`src/rtl/qaw_pkg.sv`:
```
// package for the question-and-answer window watchdog registers, plus its question generator
// assumes a single 250 MHz core clock and an asynchronous active-high reset
package qaw_pkg;
    // clock and window step timing
    localparam int CLK_PERIOD_PS = 4000;
    localparam int WIN_STEP_NS = 1000;
    localparam int WIN_STEP_CYCLES = (WIN_STEP_NS * 1000) / CLK_PERIOD_PS;
    // reset values
    localparam logic [7:0] QGEN_CFG_RST = 8'h00;
    localparam logic [7:0] WIN1_CFG_RST = 8'h7F;
    localparam logic [7:0] WIN2_CFG_RST = 8'h18;
    localparam logic [1:0] ANS_CNT_RST = 2'h3;
    // field positions
    localparam int QUESTION_FEEDBACK_CFG_LSB = 4;
    localparam int SEED_LSB = 0;
    localparam int WIN1_W = 7;
    localparam int WIN2_W = 5;
    localparam int FAIL_TH_BIT = 7;
    localparam int ST_CNT_LSB = 6;
    localparam int ST_AERR = 5;
    localparam int ST_ZERO = 4;
    localparam int ST_CHG = 3;
    localparam int ST_SEQ = 2;
    localparam int ST_TOUT = 1;
    localparam int ST_EARLY = 0;
    localparam logic [2:0] FAIL_TH_LIMIT = 3'h5;
    localparam logic [2:0] ANSWERS_PER_SEQ = 3'h4;
    localparam int CNT_W = 24;

    typedef enum logic [2:0] {
        SEL_QGEN_CFG, SEL_WIN1_CFG, SEL_WIN2_CFG, SEL_QUESTION, SEL_STATUS, SEL_ANSWER
    } qaw_reg_sel_t;

    // one register access from the serial command decoder
    typedef struct packed {
        logic wr;
        logic rd;
        qaw_reg_sel_t sel;
        logic [7:0] wdata;
    } qaw_reg_req_t;

    typedef enum logic {PH_WIN1, PH_WIN2} qaw_phase_t;

    typedef struct packed {
        logic [7:0] qgen_cfg;
        logic [7:0] win1_cfg;
        logic [7:0] win2_cfg;
        logic lock;
        logic [2:0] pin_sync;
        logic trig_lvl;
        qaw_phase_t phase;
        logic [CNT_W-1:0] tick;
        logic [1:0] ans_cnt;
        logic [2:0] ans_total;
        logic trig_seen;
        logic seq_bad;
        logic aerr;
        logic chg;
        logic seqf;
        logic tout;
        logic early;
        logic good_evt;
        logic bad_evt;
        logic [7:0] rdata;
    } qaw_state_t;

    typedef struct packed {
        logic [3:0] token;
        logic [3:0] seed_act;
        logic rep;
    } qaw_qgen_state_t;

    // shift-register tap pattern chosen by the middle feedback pair
    function automatic logic [3:0] lfsr_taps(input logic [1:0] sel);
        unique case (sel)
            2'h0: lfsr_taps = 4'hC;
            2'h1: lfsr_taps = 4'h9;
            2'h2: lfsr_taps = 4'hA;
            2'h3: lfsr_taps = 4'h6;
        endcase
    endfunction

    // expected answer byte for a question and byte index
    function automatic logic [7:0] expected_answer(input logic [3:0] q, input logic [1:0] idx);
        expected_answer = {q ^ {2'h0, idx}, ~q};
    endfunction
endpackage

`timescale 1ns/1ps
`default_nettype none
module qaw_question_gen (
    // clock and reset
    input wire logic core_clk,
    input wire logic reset,
    // control
    input wire logic reinit,
    input wire logic load_seed,
    input wire logic [3:0] seed,
    input wire logic [3:0] question_feedback_cfg,
    input wire logic advance,
    // question out
    output logic [3:0] token
);
    import qaw_pkg::*;
    qaw_qgen_state_t s_ff, nxt_s;

    // xnor feedback so the all-zero seed still walks; upper bit doubles each question
    always_comb begin
        nxt_s = s_ff;
        if (load_seed) begin
            nxt_s.seed_act = seed;
            nxt_s.token = seed;
            nxt_s.rep = 1'b0;
        end else if (reinit) begin
            // self-test reinit restores the question to its reset value, not to the seed
            nxt_s.token = 4'h0;
            nxt_s.rep = 1'b0;
        end else if (advance) begin
            if (question_feedback_cfg[3] && !s_ff.rep) begin
                nxt_s.rep = 1'b1;
            end else begin
                nxt_s.rep = 1'b0;
                nxt_s.token = {s_ff.token[2:0], ~^(s_ff.token & lfsr_taps(question_feedback_cfg[2:1]))};
            end
        end
    end

    always_ff @(posedge core_clk or posedge reset) begin
        if (reset) begin
            s_ff <= '0;
        end else begin
            s_ff <= nxt_s;
        end
    end

    assign token = s_ff.token;
endmodule // qaw_question_gen
`default_nettype wire

```
`src/rtl/qaw_regs.sv`:
```
// register block of the window watchdog: config, question, status, answer port and sequencer
// assumes a serial command decoder presents one access per cycle and device state levels
`timescale 1ns/1ps
`default_nettype none
// Overview of operation
// - config and window writes accepted only in diagnostic state and before lock
// - four-bit feedback field orders and repeats up to fifteen generated questions
// - top feedback bit steers generation, middle pair picks polynomial, bit0 reserved
// - new seed takes effect only while in reset state with self-test disabled
// - first window from seven low bits, top bit reserved
// - second window from five low bits, upper three reserved
// - fail-threshold flag reads one when fail counter is five or more
// - two-bit count of answer bytes received in current sequence
// - answer error sets on wrong byte, clears on correct byte or new sequence
// - zero-window flag is one when either window setting is zero
// - window-changed flag sets on window change, clears at next sequence
// - sequence fault sets on wrong answer value or wrong answer timing
// - time-out sets on missing trigger or fewer than four answers
// - time-out clears on status read, at a sequence end with trigger or four answers seen, and in reset
// - time-out writable to one in diagnostic state, acting as pin failure
// - early flag sets on answers completed or trigger inside first window
// - write-only eight-bit answer port
// - question and status return to reset values after self-test reinit
module qaw_regs #(
    parameter int WIN_STEP = qaw_pkg::WIN_STEP_CYCLES
) (
    // clock and reset
    input wire logic core_clk,
    input wire logic reset,
    // register access
    input wire qaw_pkg::qaw_reg_req_t reg_req,
    output logic [7:0] reg_rdata,
    // device state
    input wire logic diag_state,
    input wire logic in_reset_state,
    input wire logic auto_selftest_disable,
    input wire logic config_write_lock_cmd,
    input wire logic logic_selftest,
    input wire logic qa_mode,
    // safety inputs
    input wire logic [2:0] fail_counter,
    input wire logic error_trigger_pin,
    // watchdog events
    output logic good_event,
    output logic bad_event,
    output logic timeout_fail
);
    import qaw_pkg::*;
    qaw_state_t s_ff, nxt_s;
    logic [3:0] token;
    logic cfg_ok, trig_rise, ans_wr, correct, seq_end, got_evt, load_seed, advance;
    logic aerr_set, aerr_clr, chg_set, seqf_set, tout_set, tout_clr, early_set, fresh;
    logic [CNT_W-1:0] win_last;
    logic [7:0] rd_mux;
    logic zero_flag;

    assign zero_flag = (s_ff.win1_cfg[WIN1_W-1:0] == '0) || (s_ff.win2_cfg[WIN2_W-1:0] == '0);
    assign cfg_ok = diag_state && !s_ff.lock;
    assign load_seed = in_reset_state && auto_selftest_disable;
    assign ans_wr = reg_req.wr && (reg_req.sel == SEL_ANSWER) && qa_mode;
    assign correct = reg_req.wdata == expected_answer(token, s_ff.ans_cnt);

    // window end in cycles: (setting + 1) steps
    always_comb begin
        if (s_ff.phase == PH_WIN1) begin
            win_last = CNT_W'((int'(s_ff.win1_cfg[WIN1_W-1:0]) + 1) * WIN_STEP - 1);
        end else begin
            win_last = CNT_W'((int'(s_ff.win2_cfg[WIN2_W-1:0]) + 1) * WIN_STEP - 1);
        end
    end

    // read multiplexer; reserved bits and unmapped selects read zero
    always_comb begin
        rd_mux = 8'h00;
        unique case (reg_req.sel)
            SEL_QGEN_CFG: rd_mux = s_ff.qgen_cfg;
            SEL_WIN1_CFG: rd_mux = s_ff.win1_cfg;
            SEL_WIN2_CFG: rd_mux = s_ff.win2_cfg;
            SEL_QUESTION: begin
                rd_mux[FAIL_TH_BIT] = fail_counter >= FAIL_TH_LIMIT;
                rd_mux[3:0] = token;
            end
            SEL_STATUS: begin
                rd_mux[ST_CNT_LSB+:2] = s_ff.ans_cnt;
                rd_mux[ST_AERR] = s_ff.aerr;
                rd_mux[ST_ZERO] = zero_flag;
                rd_mux[ST_CHG] = s_ff.chg;
                rd_mux[ST_SEQ] = s_ff.seqf;
                rd_mux[ST_TOUT] = s_ff.tout;
                rd_mux[ST_EARLY] = s_ff.early;
            end
            default: rd_mux = 8'h00; // answer port is write-only
        endcase
    end

    // next state: flag sets are applied after clears so a status flag set wins over every clear except self-test reinit
    always_comb begin
        nxt_s = s_ff;
        nxt_s.good_evt = 1'b0;
        nxt_s.bad_evt = 1'b0;
        aerr_set = 1'b0;
        aerr_clr = 1'b0;
        chg_set = 1'b0;
        seqf_set = 1'b0;
        tout_set = 1'b0;
        tout_clr = 1'b0;
        early_set = 1'b0;
        seq_end = 1'b0;
        got_evt = 1'b0;
        fresh = 1'b0;
        // pin: three stages, a level counts once stages two and three agree
        nxt_s.pin_sync = {s_ff.pin_sync[1:0], error_trigger_pin};
        trig_rise = (s_ff.pin_sync[1] == s_ff.pin_sync[2]) && s_ff.pin_sync[2] && !s_ff.trig_lvl;
        if (s_ff.pin_sync[1] == s_ff.pin_sync[2]) begin
            nxt_s.trig_lvl = s_ff.pin_sync[2];
        end
        // lock stays until power-on reset
        if (config_write_lock_cmd) begin
            nxt_s.lock = 1'b1;
        end
        // configuration writes
        if (reg_req.wr && cfg_ok) begin
            unique case (reg_req.sel)
                SEL_QGEN_CFG: nxt_s.qgen_cfg = {reg_req.wdata[7:5], 1'b0, reg_req.wdata[3:0]};
                SEL_WIN1_CFG: begin
                    nxt_s.win1_cfg = {1'b0, reg_req.wdata[WIN1_W-1:0]};
                    chg_set = nxt_s.win1_cfg != s_ff.win1_cfg;
                end
                SEL_WIN2_CFG: begin
                    nxt_s.win2_cfg = {3'h0, reg_req.wdata[WIN2_W-1:0]};
                    chg_set = nxt_s.win2_cfg != s_ff.win2_cfg;
                end
                default: ;
            endcase
        end
        // forced time-out from software, only in diagnostic state
        if (reg_req.wr && (reg_req.sel == SEL_STATUS) && diag_state && reg_req.wdata[ST_TOUT]) begin
            tout_set = 1'b1;
        end
        // status read clears time-out
        if (reg_req.rd) begin
            nxt_s.rdata = rd_mux;
            if (reg_req.sel == SEL_STATUS) begin
                tout_clr = 1'b1;
            end
        end
        // sequencer: first window then second; held while in reset state
        if (in_reset_state) begin
            nxt_s.phase = PH_WIN1;
            nxt_s.tick = '0;
            tout_clr = 1'b1;
            fresh = 1'b1;
        end else if (s_ff.tick >= win_last) begin
            nxt_s.tick = '0;
            if (s_ff.phase == PH_WIN1) begin
                nxt_s.phase = PH_WIN2;
            end else begin
                nxt_s.phase = PH_WIN1;
                seq_end = 1'b1;
            end
        end else begin
            nxt_s.tick = s_ff.tick + 1'b1;
        end
        // answer bytes
        if (ans_wr) begin
            nxt_s.ans_cnt = s_ff.ans_cnt + 1'b1;
            if (s_ff.ans_total != 3'h7) begin
                nxt_s.ans_total = s_ff.ans_total + 1'b1;
            end
            // a correct byte clears the error even when it arrives too late
            aerr_set = !correct;
            aerr_clr = correct;
            if (!correct || s_ff.ans_total >= ANSWERS_PER_SEQ) begin
                seqf_set = 1'b1;
                nxt_s.seq_bad = 1'b1;
            end
            if (s_ff.ans_total == ANSWERS_PER_SEQ - 3'h1 && s_ff.phase == PH_WIN1) begin
                early_set = 1'b1;
                seqf_set = 1'b1;
                nxt_s.seq_bad = 1'b1;
            end
        end
        // trigger mode
        if (!qa_mode && trig_rise && !in_reset_state) begin
            nxt_s.trig_seen = 1'b1;
            if (s_ff.phase == PH_WIN1) begin
                early_set = 1'b1;
                nxt_s.seq_bad = 1'b1;
            end
        end
        // sequence verdict
        if (seq_end) begin
            got_evt = qa_mode ? (s_ff.ans_total >= ANSWERS_PER_SEQ) : s_ff.trig_seen;
            if (!got_evt) begin
                tout_set = 1'b1;
                nxt_s.bad_evt = 1'b1;
            end else begin
                tout_clr = 1'b1;
                nxt_s.good_evt = !s_ff.seq_bad;
                nxt_s.bad_evt = s_ff.seq_bad;
            end
            fresh = 1'b1;
        end
        // new sequence starts clean
        if (fresh) begin
            nxt_s.ans_cnt = 2'h0;
            nxt_s.ans_total = 3'h0;
            nxt_s.trig_seen = 1'b0;
            nxt_s.seq_bad = 1'b0;
            aerr_clr = 1'b1;
        end
        nxt_s.aerr = (s_ff.aerr && !aerr_clr) || aerr_set;
        nxt_s.chg = (s_ff.chg && !seq_end) || chg_set;
        nxt_s.seqf = (s_ff.seqf && !(reg_req.rd && reg_req.sel == SEL_STATUS)) || seqf_set;
        nxt_s.tout = (s_ff.tout && !tout_clr) || tout_set;
        nxt_s.early = (s_ff.early && !(reg_req.rd && reg_req.sel == SEL_STATUS)) || early_set;
        // self-test reinitialisation restores status to reset values
        if (logic_selftest) begin
            nxt_s.ans_cnt = ANS_CNT_RST;
            nxt_s.aerr = 1'b0;
            nxt_s.chg = 1'b0;
            nxt_s.seqf = 1'b0;
            nxt_s.tout = 1'b0;
            nxt_s.early = 1'b0;
        end
    end

    always_ff @(posedge core_clk or posedge reset) begin
        if (reset) begin
            s_ff <= '0;
            s_ff.qgen_cfg <= QGEN_CFG_RST;
            s_ff.win1_cfg <= WIN1_CFG_RST;
            s_ff.win2_cfg <= WIN2_CFG_RST;
            s_ff.ans_cnt <= ANS_CNT_RST;
        end else begin
            s_ff <= nxt_s;
        end
    end

    // generator is advanced once per good sequence in question-and-answer mode
    assign advance = s_ff.good_evt && qa_mode;

    qaw_question_gen u_qgen (
        .core_clk(core_clk),
        .reset(reset),
        .reinit(logic_selftest),
        .load_seed(load_seed),
        .seed(s_ff.qgen_cfg[SEED_LSB+:4]),
        .question_feedback_cfg(s_ff.qgen_cfg[QUESTION_FEEDBACK_CFG_LSB+:4]),
        .advance(advance),
        .token(token)
    );

    assign reg_rdata = s_ff.rdata;
    assign good_event = s_ff.good_evt;
    assign bad_event = s_ff.bad_evt;
    assign timeout_fail = s_ff.tout;
endmodule // qaw_regs
`default_nettype wire

```
`config.mk`:
```
export PLATFORM = sky130hd
export DESIGN_NAME = qaw_regs
export DESIGN_NICKNAME = d
export VERILOG_FILES = /design/src/rtl/qaw_pkg.sv /design/src/rtl/qaw_regs.sv
export SDC_FILE = /design/constraint.sdc
export NUM_CORES = 1
export LEC_CHECK = 0
export ABC_CLOCK_PERIOD_IN_PS = 9200
export BUFFER_PORTS_ARGS = -buffer_cell sky130_fd_sc_hd__buf_2
export CAP_MARGIN = 20
export CORE_MARGIN = 1.5
export CORE_UTILIZATION = 30
export CTS_CLUSTER_DIAMETER = 80
export CTS_CLUSTER_SIZE = 14
export DETAILED_ROUTE_END_ITERATION = 16
export PLACE_DENSITY = 0.5
export SYNTH_ARGS = -nofsm -noshare
export SYNTH_HDL_FRONTEND = slang
export SYNTH_SLANG_ARGS = --single-unit
export TNS_END_PERCENT = 1
```
`constraint.sdc`:
```
create_clock -name core_clk -period 9.2 [get_ports core_clk]
set_input_delay 0.46 -clock core_clk [delete_from_list [all_inputs] [get_ports core_clk]]
set_output_delay 0.46 -clock core_clk [all_outputs]
set_load 0.05 [all_outputs]
```
==> impl_results.md <==
- Outcome: completed
- Area share of the leading cell type in the synthesized netlist: 21.4%
- RSZ-0062 raised after global routing: false
- Number of buffers on the longest clock path: 2
- Type of the worst setup path: flop to flop
- Number of antenna violations at the first check in global routing: 0
- First-iteration detailed-routing DRC count: 216
- Via count of the first global-routing pass: 5656
- Via count: 5625
- H-tree depth: 3
- Synthesized flop and latch total: 76
- Class of the tightest hold or removal check: primary input to async pin
- Avg Synthesized Cell Area: 9.11 um2
- Number of fillers in the final layout: 2602
- Post-cts repair resize count: 0
- Layout-stage area growth over the synthesis result: 9.95%
- Number of flops mapped to enable cells by yosys: 0
- Antenna-violating nets left: 0
- Footprint of the multi-input gates: 0.00519 mm2
- Ranking of synthesized cells by area: sky130_fd_sc_hd__dfrtp_1, sky130_fd_sc_hd__ha_1, sky130_fd_sc_hd__fa_1
- Total overflow reported by the global router: 0
- Area inside the core boundary: 0.0250 mm2
- Period utilisation layout: 89.5%
- Required @ worst endpoint: 9.46 ns
- Number of hold buffers added after CTS: 0
- Detailed Routing Iterations Pass 1: 4
- Setup slack of the most critical reg-to-reg path: 0.96 ns
- Worst slack at placement: 0.821 ns
- Number of nets in the layout: 1004
- Largest net degree at the start of global routing: 51
- Diode count: 0
- CP peak stage delay: 0.70 ns
- Arrival time of the worst setup path: 8.49 ns
- Detail-routed net length per standard cell: 14.6 um
- Final worst path period need: 8.24 ns
- Ys flop type: sky130_fd_sc_hd__dfrtp_1
- Cell family with the largest share of critical-path delay: adder cells
- Share of layout cells above drive strength 1: 12.1%
- Sum of buffers and inverters on the critical path: 2
- Global-route wire length before repair: 29300 um
- Clock input transition at the sequential cells of the worst setup and hold paths: 0.06 ns
- Number of ports placed on the die boundary: 36
- Global Route Usage Sum: 14.0%
- Critical Path Fanout Max: 24
- CTS buffer count: 9
- Aggregate negative setup slack: 0 ns
- Insertion delay to the later sink of the worst-skew pair: 0.36 ns
- Row count: 58
- Final estimated routing congestion in global placement: 0.764
- Total power per unit cell area: 114 mW/mm2
- Die Outline Area: 0.0263 mm2
- IO buf count: 35
- Hold Fails Final Rpt: 0
- Number of max-slew violations in the final report: 0
- Setup-violating endpoint count in the final report: 0
- Synth area leader: sky130_fd_sc_hd__dfrtp_1
- Slew at the pin closest to its max-slew limit: 0.968 ns
- Synth Cell Area: 0.00759 mm2
- Max stage delay cell, worst path: sky130_fd_sc_hd__dfstp_2
- Clock sinks: 76
- # DRC: 0
- Sequential cell area fraction in the yosys report: 25.2%
- DIE HEIGHT: 162 um
- Max Clock Skew: 0.0152 ns
- Static leakage: 3.95 nW
- Horizontal extent of the die: 162 um
- Cell count after synthesis: 834
- Critical Path, Cell by Cell: ha_1 -> xor2_1 -> inv_1 -> fa_1 -> fa_1 -> fa_1 -> fa_1 -> inv_1 -> ha_1 -> o21ai_0 -> a21boi_0 -> o22a_1 -> o311ai_0 -> nor3_1 -> a21oi_1 -> ha_1 -> a21o_1 -> a21o_1 -> a21oi_1 -> o21ai_0 -> a21oi_1 -> o21ai_0 -> nand2b_1 -> nor2_1
- Vias per cell: 4.75
- FF/Latch Area: 0.00192 mm2
- CP startpoint kind: flop
- PnR worst setup slack: 0.964 ns
- Number of nets in the synthesized netlist: 989
- Ys async rst share: 100%
- TritonCTS clock tree: yes
- Type of destination of the critical path: flop
- Final wirelength: 17300 um
- Cell with the most instances on the worst path: sky130_fd_sc_hd__fa_1
- Initial standard-cell utilization of the core: 30.3%
- Setup Buffers After CTS: 0
- Worst voltage drop across the vdd grid: 0.0000850 V
- Yosys cell types: 70
- Buffer cell driving the clock tree root: sky130_fd_sc_hd__clkbuf_16
- Max frequency: 121 MHz
- Max-cap violations: 0
- Number of warnings issued by yosys: 0
- Post-DP HPWL: 13700 um
- Rel. slew slack: 35.2%
==> cells in the final DEF (no fill, tap or decap), types with 3 or more instances in the layout <==
master,synthesis,routed
sky130_fd_sc_hd__o21bai_1,6,6
sky130_fd_sc_hd__o21ai_0,28,28
sky130_fd_sc_hd__nand2b_1,7,7
sky130_fd_sc_hd__mux2_2,21,21
sky130_fd_sc_hd__nor3b_1,5,5
sky130_fd_sc_hd__nor4_1,9,9
sky130_fd_sc_hd__nand2_1,41,41
sky130_fd_sc_hd__o22ai_1,3,3
sky130_fd_sc_hd__a21oi_1,57,57
sky130_fd_sc_hd__mux2i_1,8,8
sky130_fd_sc_hd__dfstp_2,11,11
sky130_fd_sc_hd__and2_1,3,3
sky130_fd_sc_hd__a22oi_1,3,3
sky130_fd_sc_hd__nand4_1,13,13
sky130_fd_sc_hd__dfrtp_1,65,65
sky130_fd_sc_hd__xnor2_1,53,53
sky130_fd_sc_hd__nor2b_1,11,11
sky130_fd_sc_hd__xor2_1,49,49
sky130_fd_sc_hd__nor3_1,16,16
sky130_fd_sc_hd__nand3b_1,5,5
sky130_fd_sc_hd__clkbuf_16,0,9
sky130_fd_sc_hd__nor2_1,77,77
sky130_fd_sc_hd__mux4_2,4,4
sky130_fd_sc_hd__and3_1,7,7
sky130_fd_sc_hd__inv_6,0,4
sky130_fd_sc_hd__fa_1,30,30
sky130_fd_sc_hd__inv_1,87,86
sky130_fd_sc_hd__a211oi_1,3,3
sky130_fd_sc_hd__ha_1,100,100
sky130_fd_sc_hd__buf_4,8,4
sky130_fd_sc_hd__buf_2,0,35
sky130_fd_sc_hd__or3_1,6,6
sky130_fd_sc_hd__a21o_1,7,7
sky130_fd_sc_hd__nand3_1,20,20
==> metrics by stage <==
step	instances	area, um2	utilization (%)	hold WS [ns]	power [mW]
3_5_place_dp	1168	8050	32.2	0.340	0.599
4_1_cts	1184	8350	33.4	0.130	0.965
2_1_floorplan	834	7590	-	0.331	0.544
3_3_place_gp	1168	8050	32.2	0.339	0.596
5_1_grt	1184	8350	33.4	0.152	1.01
6_report	1184	8350	33.4	0.119	0.952
==> registers in the layout (all words and copies together), names as in the netlist <==
register      count
s_ff             58
reg_rdata         8
u_qgen.token      4
nxt_s             2
bad_event         1
good_event        1
timeout_fail      1
u_qgen.s_ff       1
==> worst paths after layout <==
check,from,endpoint,depth (start not counted)
worst max-delay path,s_ff[60],s_ff[37],24
worst min-delay path,reset,s_ff[44],2
worst max register to register,s_ff[60],s_ff[37],24
worst min register to register,nxt_s[49],nxt_s[50],0
max in group asynchronous,reset,s_ff[52],3
min in group core_clk,error_trigger_pin,nxt_s[49],1
==> power by group <==
part	internal, mW	total, mW	switching [mW]
clock	0.193	0.362	0.169
sequential	0.347	0.363	0.0156
combinational	0.0886	0.227	0.138
==> final cells by class <==
| class | instances | area share (%) |
|---|---|---|
| well taps | 330 | 4.94 |
| clock inverters | 7 | 0.884 |
| flip-flops and latches | 76 | 22.9 |
| inverters | 87 | 3.93 |
| multi-input cells | 636 | 62.2 |
| repair buffers | 39 | 2.46 |
| clock buffers | 9 | 2.70 |
==> Yosys cell counts (20+ instances only) <==
master                     number
sky130_fd_sc_hd__clkbuf_1      25
sky130_fd_sc_hd__nand3_1       20
sky130_fd_sc_hd__a21oi_1       57
sky130_fd_sc_hd__nand2_1       41
sky130_fd_sc_hd__ha_1         100
sky130_fd_sc_hd__xor2_1        49
sky130_fd_sc_hd__o21ai_0       28
sky130_fd_sc_hd__mux2_2        21
sky130_fd_sc_hd__xnor2_1       53
sky130_fd_sc_hd__fa_1          30
sky130_fd_sc_hd__dfrtp_1       65
sky130_fd_sc_hd__inv_1         87
sky130_fd_sc_hd__nor2_1        77
==> cell families after synthesis <==
kind of cell,Yosys count,synth area share [%]
XOR/XNOR,102,11.8
flip-flops,76,25.2
AND/OR/NAND/NOR,237,16.1
AO/OA/AOI/OAI,134,10.8
multiplexers,33,5.35
adder cells (fa/ha/maj),130,24.4
buffers and inverters,122,6.44
==> metal layers <==
metal	GRT usage, %	wire length, um
met5	0	0
met4	3.13	257
met3	2.27	317
met2	23.5	8220
met1	18.9	8520
Power figures use the tool's default switching activity.
